### config.mk
export PLATFORM = sky130hd
export DESIGN_NAME = lfp_ctrl
export DESIGN_NICKNAME = d
export VERILOG_FILES = /design/src/hw/lfp_pkg.sv /design/src/hw/lfp_ctrl.sv
export SDC_FILE = /design/constraint.sdc
export NUM_CORES = 1
export LEC_CHECK = 0
export ABC_AREA = 1
export BUFFER_PORTS_ARGS = -buffer_cell sky130_fd_sc_hd__buf_2
export CAP_MARGIN = 0
export CORE_ASPECT_RATIO = 1.75
export CORE_UTILIZATION = 40
export DETAILED_ROUTE_END_ITERATION = 6
export PLACE_DENSITY_LB_ADDON = 0.05
export SYNTH_ARGS = -nofsm -noshare
export SYNTH_HDL_FRONTEND = slang
export SYNTH_SLANG_ARGS = --single-unit
### constraint.sdc
create_clock -name mclk_in -period 5.8 [get_ports mclk_in]
set_input_delay 1.16 -clock mclk_in [delete_from_list [all_inputs] [get_ports mclk_in]]
set_output_delay 1.16 -clock mclk_in [all_outputs]
set_load 0.05 [all_outputs]
### src/hw/lfp_pkg.sv
package lfp_pkg;

   // spin rates and frame relation
   localparam logic [10:0] RPM_LOW = 11'h258;
   localparam logic [10:0] RPM_HIGH = 11'h4B0;
   localparam logic [5:0] RPM_PER_HZ = 6'h3C;
   localparam logic [4:0] FRAME_HZ_LOW = 5'h0A;
   localparam logic [4:0] FRAME_HZ_HIGH = 5'h14;

   // angles in 0.1 degree units, 0..3599
   localparam logic [11:0] ANGLE_FULL = 12'hE10;
   localparam logic [11:0] STEP_LOW = 12'h002;
   localparam logic [11:0] STEP_HIGH = 12'h004;

   // clock and time-based firing period
   localparam int CLK_HZ = 25000000;
   localparam int FIRE_PERIOD_NS = 55560;
   localparam int FIRE_PERIOD_CYC = (FIRE_PERIOD_NS * 25) / 1000;
   localparam int ONE_SEC_CYC = CLK_HZ;

   // settings after reset
   localparam logic RST_SPIN_HIGH = 1'b0;
   localparam logic RST_ANGLE_TRIG = 1'b0;
   localparam logic RST_FILTER = 1'b0;
   localparam logic [15:0] RST_SEQ = 16'h0000;

   typedef enum logic [1:0]
   {
      LFP_RET_LAST = 2'b00,
      LFP_RET_STRONG = 2'b01,
      LFP_RET_DUAL = 2'b10
   } lfp_ret_t;

   typedef enum logic [1:0]
   {
      LFP_SEQ_OFF = 2'b00,
      LFP_SEQ_FOV = 2'b01,
      LFP_SEQ_ALL = 2'b10
   } lfp_seq_t;

   typedef enum logic [1:0]
   {
      LFP_MAP_LIN = 2'b00,
      LFP_MAP_NL1 = 2'b01,
      LFP_MAP_NL2 = 2'b10
   } lfp_map_t;

   typedef struct packed
   {
      logic spin_high;
      lfp_ret_t ret_mode;
      lfp_seq_t seq_mode;
      logic sync_en;
      logic [11:0] sync_angle;
      logic angle_trig;
      logic noise_flt;
      logic inter_flt;
      logic retro_flt;
      lfp_map_t refl_map;
   } lfp_cfg_t;

   localparam lfp_cfg_t RST_CFG = '{RST_SPIN_HIGH, LFP_RET_LAST, LFP_SEQ_OFF,
      1'b0, 12'h000, RST_ANGLE_TRIG, RST_FILTER, RST_FILTER, RST_FILTER,
      LFP_MAP_LIN};

endpackage : lfp_pkg

### src/hw/lfp_ctrl.sv
// Operation
// - spin rate 600 or 1200 rpm, default 600, reported back
// - single last/strongest or dual return, coded in every packet
// - sequence numbering off, or counting only inside azimuth window
// - always-count setting advances sequence for every packet
// - phase lock puts rotor at target azimuth on each full second
// - satellite lock: pulse-per-second rising edge marks full second
// - time protocol tracking or locked: master time marks full second
// - otherwise internal once-per-second tick rising edge is used
// - angle trigger fires every 0.2 deg at 10 Hz, 0.4 at 20
// - time trigger, default, fires every 55.56 microseconds
// - noise filter off by default, drops isolated points when on
// - interstitial filter off by default, drops between-edge points
// - retro echo filter off by default, drops double-range points
// - linear reflectivity mapping by default, 0 to 255 percent
// - two nonlinear mappings boost low-reflectivity resolution
// - standby stops motor and all firing, normal otherwise
// - rpm equals frame rate in hertz times sixty
// - standby applies at once, other settings on save command
`timescale 1ns/1ns
`default_nettype none
module lfp_ctrl
(
   input wire logic mclk_in,
   input wire logic reset_in,
   input wire lfp_pkg::lfp_cfg_t cfg_in,
   input wire logic save_in,
   input wire logic standby_in,
   input wire logic gps_lock_in,
   input wire logic pps_in,
   input wire logic ptp_ok_in,
   input wire logic ptp_sec_in,
   input wire logic [11:0] azimuth_in,
   input wire logic pkt_in,
   input wire logic pkt_in_fov_in,
   output lfp_pkg::lfp_cfg_t cfg_out,
   output logic [10:0] rpm_out,
   output logic [4:0] frame_hz_out,
   output logic motor_run_out,
   output logic sec_evt_out,
   output logic [12:0] phase_err_out,
   output logic fire_out,
   output logic [1:0] ret_field_out,
   output logic seq_valid_out,
   output logic [15:0] seq_out,
   output logic standby_out
);

   function automatic logic [11:0] ang_add(input logic [11:0] a,
                                           input logic [11:0] b);
      logic [12:0] s;
      s = {1'b0, a} + {1'b0, b};
      if (s >= {1'b0, lfp_pkg::ANGLE_FULL})
      begin
         s = s - {1'b0, lfp_pkg::ANGLE_FULL};
      end
      return s[11:0];
   endfunction : ang_add

   // pin synchronisers
   logic [1:0] pps_s1_reg, pps_s1_next;
   logic [1:0] pps_s2_reg, pps_s2_next;
   logic [1:0] ptp_s1_reg, ptp_s1_next;
   logic [1:0] ptp_s2_reg, ptp_s2_next;
   logic pps_d_reg, pps_d_next;
   logic ptp_d_reg, ptp_d_next;
   // state
   lfp_pkg::lfp_cfg_t cfg_reg, cfg_next;
   logic stby_reg, stby_next;
   logic [24:0] sec_cnt_reg, sec_cnt_next;
   logic tick_reg, tick_next;
   logic tick_d_reg, tick_d_next;
   logic sec_reg, sec_next;
   logic [12:0] perr_reg, perr_next;
   logic [10:0] fcnt_reg, fcnt_next;
   logic [11:0] next_ang_reg, next_ang_next;
   logic fire_reg, fire_next;
   logic [15:0] seq_reg, seq_next;
   logic seq_v_reg, seq_v_next;
   logic [1:0] ret_reg, ret_next;
   logic [1:0] seq_prev_reg, seq_prev_next;
   logic [10:0] gap_reg, gap_next;

   logic pps_rise, ptp_rise, tick_rise, sec_evt;
   logic [11:0] step;

   always_comb
   begin
      pps_s1_next = {pps_s1_reg[0], pps_in};
      pps_s2_next = {pps_s2_reg[0], ptp_sec_in};
      ptp_s1_next = {ptp_s1_reg[0], gps_lock_in};
      ptp_s2_next = {ptp_s2_reg[0], ptp_ok_in};
      pps_d_next = pps_s1_reg[1];
      ptp_d_next = pps_s2_reg[1];
      pps_rise = pps_s1_reg[1] & ~pps_d_reg;
      ptp_rise = pps_s2_reg[1] & ~ptp_d_reg;
      tick_rise = tick_reg & ~tick_d_reg;
      // full second source priority
      if (ptp_s1_reg[1])
         sec_evt = pps_rise;
      else if (ptp_s2_reg[1])
         sec_evt = ptp_rise;
      else
         sec_evt = tick_rise;
   end

   // settings: standby at once, rest on save
   always_comb
   begin
      cfg_next = cfg_reg;
      if (save_in)
      begin
         cfg_next = cfg_in;
      end
      stby_next = standby_in;
   end

   // internal 1 Hz tick, high for half a second
   always_comb
   begin
      if (sec_cnt_reg == 25'(lfp_pkg::ONE_SEC_CYC - 1))
         sec_cnt_next = '0;
      else
         sec_cnt_next = sec_cnt_reg + 25'h0000001;
      tick_next = (sec_cnt_reg < 25'(lfp_pkg::ONE_SEC_CYC / 2));
      tick_d_next = tick_reg;
      sec_next = sec_evt;
   end

   // phase error at the full second, steers the motor loop
   always_comb
   begin
      perr_next = perr_reg;
      if (sec_evt && cfg_reg.sync_en && !stby_reg)
         perr_next = {1'b0, cfg_reg.sync_angle}
                     - {1'b0, azimuth_in};
      else if (!cfg_reg.sync_en)
         perr_next = '0;
   end

   // firing trigger
   always_comb
   begin
      step = cfg_reg.spin_high ? lfp_pkg::STEP_HIGH : lfp_pkg::STEP_LOW;
      fcnt_next = fcnt_reg;
      next_ang_next = next_ang_reg;
      fire_next = 1'b0;
      gap_next = (fire_out || stby_reg || cfg_reg.angle_trig) ? 11'h000
                 : gap_reg + {10'h000, gap_reg != 11'h7FF};
      if (stby_reg)
      begin
         fcnt_next = '0;
         next_ang_next = azimuth_in;
      end
      else if (cfg_reg.angle_trig)
      begin
         if (azimuth_in == next_ang_reg)
         begin
            fire_next = 1'b1;
            next_ang_next = ang_add(next_ang_reg, step);
         end
      end
      else if (fcnt_reg == 11'(lfp_pkg::FIRE_PERIOD_CYC - 1))
      begin
         fcnt_next = '0;
         fire_next = 1'b1;
      end
      else
      begin
         fcnt_next = fcnt_reg + 11'h001;
      end
   end

   // packet fields
   always_comb
   begin
      seq_next = seq_reg;
      seq_prev_next = cfg_reg.seq_mode;
      ret_next = cfg_reg.ret_mode;
      seq_v_next = (cfg_reg.seq_mode != lfp_pkg::LFP_SEQ_OFF);
      if (cfg_reg.seq_mode == lfp_pkg::LFP_SEQ_OFF
          || seq_prev_reg == lfp_pkg::LFP_SEQ_OFF)
      begin
         seq_next = lfp_pkg::RST_SEQ;
      end
      else if (pkt_in && (cfg_reg.seq_mode == lfp_pkg::LFP_SEQ_ALL
                          || pkt_in_fov_in))
      begin
         seq_next = seq_reg + 16'h0001;
      end
   end

   always_ff @(posedge mclk_in or posedge reset_in)
   begin
      if (reset_in)
      begin
         pps_s1_reg <= '0;
         pps_s2_reg <= '0;
         ptp_s1_reg <= '0;
         ptp_s2_reg <= '0;
         pps_d_reg <= 1'b0;
         ptp_d_reg <= 1'b0;
         cfg_reg <= lfp_pkg::RST_CFG;
         stby_reg <= 1'b0;
         sec_cnt_reg <= '0;
         tick_reg <= 1'b0;
         tick_d_reg <= 1'b0;
         sec_reg <= 1'b0;
         perr_reg <= '0;
         fcnt_reg <= '0;
         next_ang_reg <= '0;
         fire_reg <= 1'b0;
         seq_reg <= lfp_pkg::RST_SEQ;
         seq_v_reg <= 1'b0;
         ret_reg <= lfp_pkg::LFP_RET_LAST;
         seq_prev_reg <= lfp_pkg::LFP_SEQ_OFF;
         gap_reg <= 11'h000;
      end
      else
      begin
         pps_s1_reg <= pps_s1_next;
         pps_s2_reg <= pps_s2_next;
         ptp_s1_reg <= ptp_s1_next;
         ptp_s2_reg <= ptp_s2_next;
         pps_d_reg <= pps_d_next;
         ptp_d_reg <= ptp_d_next;
         cfg_reg <= cfg_next;
         stby_reg <= stby_next;
         sec_cnt_reg <= sec_cnt_next;
         tick_reg <= tick_next;
         tick_d_reg <= tick_d_next;
         sec_reg <= sec_next;
         perr_reg <= perr_next;
         fcnt_reg <= fcnt_next;
         next_ang_reg <= next_ang_next;
         fire_reg <= fire_next;
         seq_reg <= seq_next;
         seq_v_reg <= seq_v_next;
         ret_reg <= ret_next;
         seq_prev_reg <= seq_prev_next;
         gap_reg <= gap_next;
      end
   end

   // filters and mapping go out as settings for the point pipeline
   assign cfg_out = cfg_reg;
   assign rpm_out = cfg_reg.spin_high ? lfp_pkg::RPM_HIGH
                                      : lfp_pkg::RPM_LOW;
   assign frame_hz_out = cfg_reg.spin_high ? lfp_pkg::FRAME_HZ_HIGH
                                           : lfp_pkg::FRAME_HZ_LOW;
   assign motor_run_out = ~stby_reg;
   assign standby_out = stby_reg;
   assign sec_evt_out = sec_reg;
   assign phase_err_out = perr_reg;
   assign fire_out = fire_reg & ~stby_reg;
   assign ret_field_out = ret_reg;
   assign seq_valid_out = seq_v_reg;
   assign seq_out = seq_reg;

   property p_fire_period;
      @(posedge mclk_in) disable iff (reset_in)
      (fire_out && !cfg_reg.angle_trig && !stby_reg)
         |-> ##1 !fire_out [*8];
   endproperty
   a_fire_period: assert property (p_fire_period)
      else $error("time trigger fired too soon");

   property p_time_fire_due;
      @(posedge mclk_in) disable iff (reset_in)
      gap_reg <= 11'(lfp_pkg::FIRE_PERIOD_CYC);
   endproperty
   a_time_fire_due: assert property (p_time_fire_due)
      else $error("time trigger missed period");

   property p_standby_quiet;
      @(posedge mclk_in) disable iff (reset_in)
      stby_reg |-> (!fire_out && !motor_run_out);
   endproperty
   a_standby_quiet: assert property (p_standby_quiet)
      else $error("activity in standby");

   property p_standby_now;
      @(posedge mclk_in) disable iff (reset_in)
      standby_in |=> standby_out;
   endproperty
   a_standby_now: assert property (p_standby_now)
      else $error("standby not applied at once");

   property p_hold_without_save;
      @(posedge mclk_in) disable iff (reset_in)
      !save_in |=> $stable(cfg_out);
   endproperty
   a_hold_without_save: assert property (p_hold_without_save)
      else $error("setting changed without save");

   property p_rpm_frame;
      @(posedge mclk_in) disable iff (reset_in)
      rpm_out == 11'(frame_hz_out * lfp_pkg::RPM_PER_HZ);
   endproperty
   a_rpm_frame: assert property (p_rpm_frame)
      else $error("rpm not sixty times frame rate");

   property p_seq_off;
      @(posedge mclk_in) disable iff (reset_in)
      (cfg_reg.seq_mode == lfp_pkg::LFP_SEQ_OFF) |=> !seq_valid_out
         && seq_out == 16'h0000;
   endproperty
   a_seq_off: assert property (p_seq_off)
      else $error("sequence present while off");

   property p_seq_all;
      @(posedge mclk_in) disable iff (reset_in)
      (pkt_in && cfg_reg.seq_mode == lfp_pkg::LFP_SEQ_ALL
       && seq_prev_reg == lfp_pkg::LFP_SEQ_ALL)
         |=> seq_out == 16'($past(seq_out) + 16'h0001);
   endproperty
   a_seq_all: assert property (p_seq_all)
      else $error("sequence missed a packet");

   property p_seq_fov_hold;
      @(posedge mclk_in) disable iff (reset_in)
      (cfg_reg.seq_mode == lfp_pkg::LFP_SEQ_FOV && !pkt_in_fov_in
       && seq_prev_reg == lfp_pkg::LFP_SEQ_FOV) |=> $stable(seq_out);
   endproperty
   a_seq_fov_hold: assert property (p_seq_fov_hold)
      else $error("sequence counted outside window");

   property p_sec_int;
      @(posedge mclk_in) disable iff (reset_in)
      (!ptp_s1_reg[1] && !ptp_s2_reg[1] && tick_reg && !tick_d_reg)
         |=> sec_evt_out;
   endproperty
   a_sec_int: assert property (p_sec_int)
      else $error("internal tick not used as full second");

endmodule : lfp_ctrl
`default_nettype wire

==> summary.md, run 1 <==
| Metric | Value |
|---|---|
| Layout cell share with drive strength beyond 1 | between 20% and 30% |
| Setup_tns | 0 ns |
| Critical path origin | cfg_out[23] |
| CTS tree | done |
| Sink Count | between 100 and 150 |
| Setup-failing EPs final | 0 |
| Non-Filler Instances | between 1000 and 1500 |
| First drt pass iteration count | 5 |
| Gr busiest metal | met2 |
| Crit path buf inv count | 4 |
| Total grt overflow | 0 |
| Status | finished clean |
| Max reg flops | 25 |
| Synth warn | 0 |
| Fmax | approximately 340 MHz |
| Drt wl/cell | roughly 15 um |
| Routed wire length | around 18000 um |
| Placer Congestion | about 0.92 |
| Largest net degree at the start of global routing | 74 |
| ANT nets after route | 0 |
| Delay-heaviest family, CP | simple AND/OR/NAND/NOR gates |
| Max Cap Violations | 0 |
| Port buffer count | 115 |
| Peak supply drop | ~0.20 mV |
| Synth top area cells | dfrtp_1 (45%), nand2_1 (10%), inv_1 (5.8%) |
| Met3 usage | about 3.7% |
| Core Region | 16520 sq um |
| # nets final | between 1000 and 1500 |
| Post-synth top area cell | dfrtp_1 |
| Synth Area per Inst | between 8 and 9 sq um |
| Slowest cell on the critical path | dfrtp_1 |
| Crit-path max FO | 8 |
| Number of global-route vias before repair | 5970 |
| Die X | just over 100 um |
| Initial Utilization | 41.16% |
| Most frequent cells in the layout | nand2_1 (181), dfrtp_1 (121), buf_2 (115) |
| CP Capture Type | register |
| Hold Vio Cnt, Final | 0 |
| Synth unique cells | 48 |
| Min cycle time layout | between 2 and 3 ns |
| Worst relative slew slack | about two fifths |
| Die H | approximately 170 um |
| Switch share | roughly a third |
| Psw | between 700 and 800 uW |
| Placed Cells | between 1000 and 1500 |
| Initial antenna violation count | 0 |
| Final worst path period share | between 50% and 60% |
| Hold crit path type | reg -> reg |
| Detailed placement HPWL | roughly 14000 um |
| Die footprint | between 15000 and 20000 sq um |
| Reg clk slew, reported paths | 0.06 ns |
| CP arrival | approximately 3.2 ns |
| Critical Path End | next_ang_reg[4] |
| Worst path required time | roughly 6 ns |
| Cell count along the critical path | 20 |
| CP Launch Type | register |
| Ports | around 120 |
| Crit path cell chain | inv_1, ha_1, inv_1, fa_1, inv_1, nand2_2, nor2_4, inv_1, nand2_2, ha_1, nand2_1, nand3b_1, nand2_2, nor2_2, nand3_2, nand2_4, nand2_4, nand2_1, nand3_1, nand3_1 |
| Slew @ Worst Pin | about 0.91 ns |
| Rows | 62 |
| Pwr Density | approximately 300 nW/um^2 |
| Reg power frac | a little under two fifths |
| Clk Tree Root Cell | clkbuf_16 |
| Cell mode on critical path | inv_1 |
| Met2 Resource Use GR | between 40% and 50% |
| CTS Buf Count | 17 |
| Most used DFF post-synth | dfrtp_1 |
| Antenna cells | 0 |
| Cells on worst reg2reg path | 20 |
| GR Util met1 | between 20% and 30% |
| Delay of the slowest critical-path stage | roughly 0.43 ns |
| Filler cell count | 1647 |
| Slew Limit Fails | 0 |
| Drt via density | ~5.0 |
| RSZ-0062 raised after global routing | false |
| Sequential area share after synthesis | 44.52% |
| Mapped Cells | between 800 and 900 |
| Leak pwr | 0.004052 uW |
| Drt first-iter violations | around 330 |
| DRC | 0 |
| Via count | approximately 5900 |
| Flop2flop setup slack | around 2.9 ns |
| Post-CTS resize count | 0 |
| First-pass GRT wire length | just over 30000 um |
| Part of the power in the clock network | between 40% and 50% |
| Hold Buf Count CTS | 0 |
| Clk buf depth | 2 |
| Async set-reset flop share out of synthesis | 100.0% |
| P_int | 1657 uW |
| Synthesized cell area | 6802 sq um |
| P&R area growth vs syn | 19.09% |
| Total setup buffers inserted after CTS | 0 |
| Clock latency on the worst-skew pair | between 0.4 and 0.5 ns |
| GRT Util Overall | about 22% |
| Clk_skew | 0.01460 ns |
| Worst r2r dst | next_ang_reg[4] |
| CTS H-tree depth | 4 |
| R2r startpoint | cfg_out[23] |
| Crit path kind | reg -> reg |
| EDFF count, synth | 0 |
| Most common cell after layout, fill and taps aside | nand2_1 |
| Yosys top cell area share | between 40% and 50% |
| Yosys reg bits | ~120 |
| Combinational power share | a little under a fifth |
==> cell type report <==
type                       count  area [sq um]  area share (%)
clock buffer                  18         429.2           5.298
timing repair buffer         116         583.1           7.198
multi-input combinational    574          3206           39.57
clock inverter                14         162.7           2.008
sequential                   121          3028           37.38
inverter                     109         411.6           5.082
tap                          224         280.3           3.460
==> synthesized netlist by cell type, types with 7 or more instances <==
library cell,number
nand4_1,15
ha_1,20
mux2_2,19
buf_4,17
xnor2_1,8
nand3_1,58
nor4_1,7
a21oi_1,31
nor3_1,17
clkbuf_1,11
xor2_1,19
dfrtp_1,121
nor2_1,64
nand2_2,12
inv_1,105
o21ai_0,45
nand2_1,181
a31oi_1,7
nand3b_1,9
==> layer usage <==
layer	part of all wire, %	routed length, um
met3	3.5	641
met2	56	10140
met1	38	6843
met4	3.2	575
met5	0	0
==> worst min path at each step <==
stage | to | slack (ns) | cells after the start | start
finish | ptp_s2_reg[1] | 0.35 | 0 | ptp_s2_reg[0]
global route | pps_s1_reg[1] | 0.35 | 0 | pps_s1_reg[0]
CTS | ptp_s2_reg[1] | 0.35 | 0 | ptp_s2_reg[0]
detailed placement | pps_s1_reg[1] | 0.34 | 0 | pps_s1_reg[0]
global placement | pps_s1_reg[1] | 0.34 | 0 | pps_s1_reg[0]
floorplan | pps_s1_reg[1] | 0.33 | 0 | pps_s1_reg[0]
==> logic make-up after synthesis <==
group	Yosys count	share of synthesized area [%]
AO/OA/AOI/OAI	111	9.253
XOR/XNOR	28	3.716
adder cells (fa/ha/maj)	22	4.268
buffers and inverters	138	8.572
flip-flops	121	44.52
multiplexers	19	3.146
other	2	0.1104
AND/OR/NAND/NOR	388	26.42
==> metrics by stage <==
stage                     util [%]  area, sq um  total power, uW  setup slack (ns)  hold slack [ns]
after floorplan                  -         6817             1286             1.426           0.3312
after global placement       45.44         7508             1402             2.984           0.3394
after detailed placement     45.44         7508             1405             2.847           0.3389
after CTS                    49.02         8100             2483             2.846           0.3509
after global routing         49.02         8100             2574             2.603           0.3548
final                        49.02         8100             2448             2.857           0.3487
==> worst reg2reg max path, delay by kind of cell (launching register included) <==
kind	cells	cell delay, ns
fa+ha+maj	3	0.81
buf+inv	4	0.45
flops	1	0.43
simple gates	13	1.12
==> power by group through the flow <==
stage	registers (uW)	logic, uW	clock network (uW)
after floorplan	1040	250	0
after global placement	947	455	0
after detailed placement	947	457	0
after CTS	933	459	1090
after global routing	939	500	1140
final	932	454	1060
Power figures use the tool's default switching activity.
==> run 2: changes to the inputs <==
- clock period: 5.8 -> 2.6 ns (I/O delays scaled with it)
==> summary.md, run 2 (synthesis results as in run 1) <==
| Metric | Value |
|---|---|
| Die X | 100.6 um (unchanged) |
| Placer Congestion | 0.8700 (-5.6%) |
| DRC | 0 (unchanged) |
| Clk Tree Root Cell | clkbuf_16 |
| CTS tree | done |
| Die H | 174.5 um (unchanged) |
| Total grt overflow | 0 (unchanged) |
| Critical path origin | cfg_out[23] |
| Final WS setup | 0.08778 ns (-2.769 ns) |
| Via count | 5969 (+0.76%) |
| CTS Buf Count | 17 (unchanged) |
| ANT nets after route | 0 (unchanged) |
| Antenna cells | 0 (unchanged) |
| Ports | 122 (unchanged) |
| GRT Util Overall | 21.48% (-0.91 points) |
| P&R area growth vs syn | 21.47% |
| Detailed placement HPWL | 13810 um (-2.8%) |
| Port buffer count | 115 (unchanged) |
| Drt via density | 5.024 (-0.26%) |
| Min cycle time layout | 2.512 ns (-0.4309 ns) |
| Setup_tns | 0 ns (unchanged) |
| Delay-heaviest family, CP | simple AND/OR/NAND/NOR gates |
| Final worst path period share | 96.62% (+46 points) |
| Layout cell share with drive strength beyond 1 | 23.44% (+2.2 points) |
| Worst path required time | 2.90 ns (-3.18 ns) |
| Cells on worst reg2reg path | 20 (unchanged) |
| Hold_ws | 0.1637 ns (-0.1850 ns) |
| Rows | 62 (unchanged) |
| Clk buf depth | 2 (unchanged) |
| CP Launch Type | register |
| Hold Vio Cnt, Final | 0 (unchanged) |
| Initial antenna violation count | 0 (unchanged) |
| Crit-path max FO | 7 (-1) |
| Max reg flops | 25 (unchanged) |
| Drt first-iter violations | 265 (-19%) |
| Critical Path End | next_ang_reg[5] |
| Drt wl/cell | 15.09 um (-2.5%) |
| Slew Limit Fails | 0 (unchanged) |
| Sink Count | 121 (unchanged) |
| Hold crit path type | in -> async |
| Cell count along the critical path | 20 (unchanged) |
| CTS H-tree depth | 4 (unchanged) |
| Largest net degree at the start of global routing | 53 (-28%) |
| CP Capture Type | register |
| Reg clk slew, reported paths | 0.06 ns (about the same) |
| # nets final | 1019 (+1.2%) |
| Worst relative slew slack | 55.75% (+17 points) |
| Pre-CTS setup slack | 0.02459 ns (-2.822 ns) |
| Clock latency on the worst-skew pair | 0.42 ns (about the same) |
| Most frequent cells in the layout | nand2_1 (181), dfrtp_1 (120), buf_2 (115) |
| Crit path buf inv count | 4 (unchanged) |
| Slew @ Worst Pin | 0.6638 ns (-0.2504 ns) |
| First-pass GRT wire length | 29170 um (-3.4%) |
| CP arrival | 2.81 ns (-0.41 ns) |
| Core Region | 16520 sq um (unchanged) |
| Filler cell count | 1597 (-3.0%) |
| Util after Layout | 50.00% (+0.98 points) |
| Status | finished clean |
| Routed wire length | 17920 um (-1.5%) |
| Peak supply drop | 0.4384 mV (+110%) |
| Flop2flop setup slack | 0.09 ns (-2.77 ns) |
| R2r startpoint | cfg_out[23] |
| Clk_skew | 0.006461 ns (-0.008134 ns) |
| Pwr Density | 662.9 nW/um^2 (+120%) |
| Setup-failing EPs final | 0 (unchanged) |
| Fmax | 398.1 MHz (+17%) |
| Most common cell after layout, fill and taps aside | nand2_1 |
| First drt pass iteration count | 4 (-1) |
| Crit path kind | reg -> reg |
| Initial Utilization | 41.16% (unchanged) |
| Delay of the slowest critical-path stage | 0.42 ns (about the same) |
| Leak pwr | 0.004111 uW (+1.5%) |
| Max Cap Violations | 0 (unchanged) |
| Slowest cell on the critical path | dfrtp_2 |
| Crit path cell chain | clkinvlp_4, ha_4, inv_2, fa_2, inv_2, nand2_2, nor2_4, inv_2, nand2_4, ha_4, nand2_1, nand3b_1, nand2_2, nor2_2, nand3_2, nand2_4, nand2_4, nand2_1, nand3_2, nand3_1 |
| Die footprint | 17550 sq um (unchanged) |
| Worst r2r dst | next_ang_reg[5] |
| RSZ-0062 raised after global routing | true |
| Number of global-route vias before repair | 5920 (-0.84%) |
run 2: cell types whose count changed in the layout (fill, tap and decap cells not counted), sizes merged:
cell	before	now
clkinvlp	4	6
clkinv	4	9
buf	116	128
inv	113	106
run 2: area by class of cell:
class	count	area (sq um)	area share, %
clock buffers	18	439.2	5.316
clock inverters	14	148.9	1.802
inverters	109	416.7	5.043
multi-input cells	574	3249	39.33
flip-flops and latches	121	3029	36.67
well taps	224	280.3	3.392
repair buffers	128	698.2	8.451
run 2: power breakdown:
part           internal (uW)  switching [uW]
Combinational            313             744
Clock                   1440             906
Sequential              1980            95.2
run 2: what timing repair did:
action / in CTS / in global routing
setup endpoints to repair: 0 / 7
resized for setup: 0 / 3
buffers inserted: 0 / 6
hold buffers: 0 / 0
run 2: per-stage QoR:
stage / cell area (sq um) / total power, uW / instances
after CTS: 8205 / 5524 / 1182
final: 8262 / 5477 / 1188
after floorplan: 6858 / 2880 / 833
after global placement: 7617 / 3145 / 1150
after global routing: 8262 / 5722 / 1188
after detailed placement: 7617 / 3159 / 1150
run 2: how the worst min path moves through the flow:
stage	start	to	slack, ns	cells past startpoint
6_report	reset_in	cfg_out[4]	0.16	2
3_3_place_gp	pps_s2_reg[1]	ptp_d_reg	0.36	0
4_1_cts	reset_in	seq_prev_next[0]	0.17	2
3_5_place_dp	ptp_s2_reg[0]	ptp_s2_reg[1]	0.36	0
5_1_grt	gps_lock_in	ptp_s1_reg[0]	0.19	1
2_1_floorplan	pps_s1_reg[0]	pps_s1_reg[1]	0.33	0
run 2: layer usage:
layer | track usage, % | part of all wire, % | wire (um)
met5 | 0 | 0 | 0
met1 | 22.53 | 38 | 6811
met2 | 39.90 | 55 | 9897
met3 | 3.900 | 3.4 | 615
met4 | 10.87 | 3.3 | 597
==> run 3: changes to the inputs <==
==> constraint.sdc (replaced) <==
create_clock -name mclk_in -period 2.6 [get_ports mclk_in]
set_input_delay 0.39 -clock mclk_in [delete_from_list [all_inputs] [get_ports mclk_in]]
set_output_delay 0.39 -clock mclk_in [all_outputs]
set_load 0.05 [all_outputs]
==> summary.md, run 3 (synthesis results as in run 1) <==
| Metric | Value |
|---|---|
| Clk_skew | 0.007661 ns (+0.001200 ns) |
| Peak supply drop | 0.4010 mV (-8.5%) |
| Flop2flop setup slack | 0.11 ns (+0.02 ns) |
| Core Region | 16520 sq um (unchanged) |
| CP arrival | 2.80 ns (about the same) |
| Leak pwr | 0.004109 uW (about the same) |
| Min cycle time layout | 2.494 ns (-0.01849 ns) |
| Port buffer count | 115 (unchanged) |
| Slew Limit Fails | 0 (unchanged) |
| Die H | 174.5 um (unchanged) |
| Clk buf depth | 2 (unchanged) |
| CP Launch Type | register |
| Final worst path period share | 95.91% (-0.71 points) |
| Rows | 62 (unchanged) |
| Die X | 100.6 um (unchanged) |
| First drt pass iteration count | 5 (+1) |
| Sink Count | 121 (unchanged) |
| Cells on worst reg2reg path | 18 (-10%) |
| Largest net degree at the start of global routing | 42 (-21%) |
| Placed Cells | 1153 (+0.26%) |
| Crit-path max FO | 7 (unchanged) |
| Worst relative slew slack | 53.08% (-2.7 points) |
| Max Cap Violations | 0 (unchanged) |
| RSZ-0062 raised after global routing | true |
| CTS tree | done |
| CTS H-tree depth | 4 (unchanged) |
| Detailed placement HPWL | 14110 um (+2.1%) |
| # nets final | 1019 (unchanged) |
| Critical Path End | next_ang_reg[6] |
| Routed wire length | 18140 um (+1.2%) |
| P_int | 3660 uW (-1.9%) |
| Ports | 122 (unchanged) |
| Total grt overflow | 0 (unchanged) |
| Combinational power share | 19.5% (+0.2 points) |
| Initial antenna violation count | 1 (+1) |
| Psw | 1727 uW (-1.1%) |
| Clk Tree Root Cell | clkbuf_16 |
| Non-Filler Instances | 1188 (unchanged) |
| Via count | 5963 (-0.10%) |
| Drt wl/cell | 15.27 um (+1.2%) |
| Hold Buf Count CTS | 0 (unchanged) |
| DRC | 0 (unchanged) |
| Worst r2r dst | next_ang_reg[6] |
| Critical path origin | cfg_out[23] |
| Antenna cells | 0 (unchanged) |
| Reg power frac | 38.6% (+0.7 points) |
| Hold crit path type | in -> async |
| Most common cell after layout, fill and taps aside | nand2_1 |
| Initial Utilization | 41.16% (unchanged) |
| Fmax | 401.0 MHz (+0.74%) |
| P&R area growth vs syn | 21.12% |
| Part of the power in the clock network | 41.9% (-0.9 points) |
| Worst path required time | 2.90 ns (about the same) |
| Drt via density | 5.019 (-0.10%) |
| CP Capture Type | register |
| CTS Buf Count | 17 (unchanged) |
| Most frequent cells in the layout | nand2_1 (180), dfrtp_1 (120), buf_2 (115) |
| R2r startpoint | cfg_out[23] |
| Die footprint | 17550 sq um (unchanged) |
| Number of global-route vias before repair | 6086 (+2.8%) |
| Layout cell share with drive strength beyond 1 | 23.24% (-0.21 points) |
| Util after Layout | 49.86% (-0.14 points) |
| Reg clk slew, reported paths | 0.06 ns (about the same) |
| Placer Congestion | 0.8906 (+2.4%) |
| Pwr Density | 654.0 nW/um^2 (-1.4%) |
| GRT Util Overall | 22.02% (+0.54 points) |
| Max reg flops | 25 (unchanged) |
| First-pass GRT wire length | 29660 um (+1.7%) |
| Crit path kind | reg -> reg |
| Filler cell count | 1615 (+1.1%) |
| Switch share | 32.07% (+0.19 points) |
| Clock latency on the worst-skew pair | 0.41 ns (about the same) |
| Slew @ Worst Pin | 0.7023 ns (+0.03847 ns) |
| Setup-failing EPs final | 0 (unchanged) |
| Status | finished clean |
| ANT nets after route | 0 (unchanged) |
| Drt first-iter violations | 221 (-17%) |
| Hold Vio Cnt, Final | 0 (unchanged) |
-- run 3: worst max-delay path, cell delays in order (launching register included) --
cell and delay [ns]:
dfrtp_2 0.41, clkinvlp_4 0.12, ha_4 0.14, inv_2 0.03, fa_2 0.37, o21ai_1 0.25, nand2_4 0.11, ha_4 0.17
nand2_2 0.04, nand3b_1 0.11, nand2_2 0.06, nor2_2 0.08, nand3_2 0.08, nand2_4 0.13, nand2_4 0.08, nand2_1 0.07
nand2_1 0.05, nand2_1 0.05, nand2_1 0.04
-- run 3: cell type report --
class,count,area [sq um],area share (%)
clock buffers,19,452.9,5.498
clock inverters,13,120.1,1.458
inverters,109,416.7,5.058
multi-input cells,574,3241,39.34
flip-flops and latches,121,3029,36.77
well taps,224,280.3,3.402
repair buffers,128,698.2,8.475
-- run 3: repair_timing --
item,4_1_cts,5_1_grt
endpoints found under the hold margin,0,0
setup endpoints to repair,0,7
resized for setup,0,1
buffers inserted,0,3
-- run 3: worst min path at each step --
| stage | start | endpoint | slack (ns) | depth (start not counted) |
|---|---|---|---|---|
| after floorplan | pps_s1_reg[0] | pps_s1_reg[1] | 0.33 | 0 |
| after global placement | ptp_s1_reg[0] | ptp_s1_reg[1] | 0.34 | 0 |
| after detailed placement | ptp_s2_reg[0] | ptp_s2_reg[1] | 0.33 | 0 |
| after CTS | ptp_sec_in | pps_s2_reg[0] | 0.06 | 1 |
| after global routing | ptp_sec_in | pps_s2_reg[0] | 0.06 | 1 |
| final | reset_in | seq_prev_next[1] | 0.08 | 2 |
-- run 3: power groups by stage --
stage | Sequential, uW | Clock (uW) | Combinational (uW)
after floorplan | 2310 | 0 | 568
after global placement | 2110 | 0 | 1040
after detailed placement | 2110 | 0 | 1050
after CTS | 2080 | 2320 | 1060
after global routing | 2090 | 2410 | 1150
final | 2080 | 2260 | 1050
-- run 3: layer usage --
| layer | track usage [%] | vias up | wire length (um) |
|---|---|---|---|
| li1 | - | 2941 | - |
| met1 | 22.94 | 2805 | 6813 |
| met2 | 41.07 | 168 | 9919 |
| met3 | 3.538 | 47 | 611 |
| met4 | 11.84 | 2 | 775 |
| met5 | 0 | - | 13 |
-- run 3: per-stage QoR --
step           total power [uW]  cell area (sq um)  setup slack (ns)  hold slack [ns]  TNS (ns)
6_report                   5387               8238            0.1063          0.07630         0
5_1_grt                    5650               8238          -0.09878          0.06203   -0.5076
4_1_cts                    5457               8213           0.01762          0.06006         0
3_5_place_dp               3162               7640           0.03307           0.3347         0
3_3_place_gp               3148               7640           0.09275           0.3371         0
2_1_floorplan              2880               6858           -0.2511           0.3312    -1.721
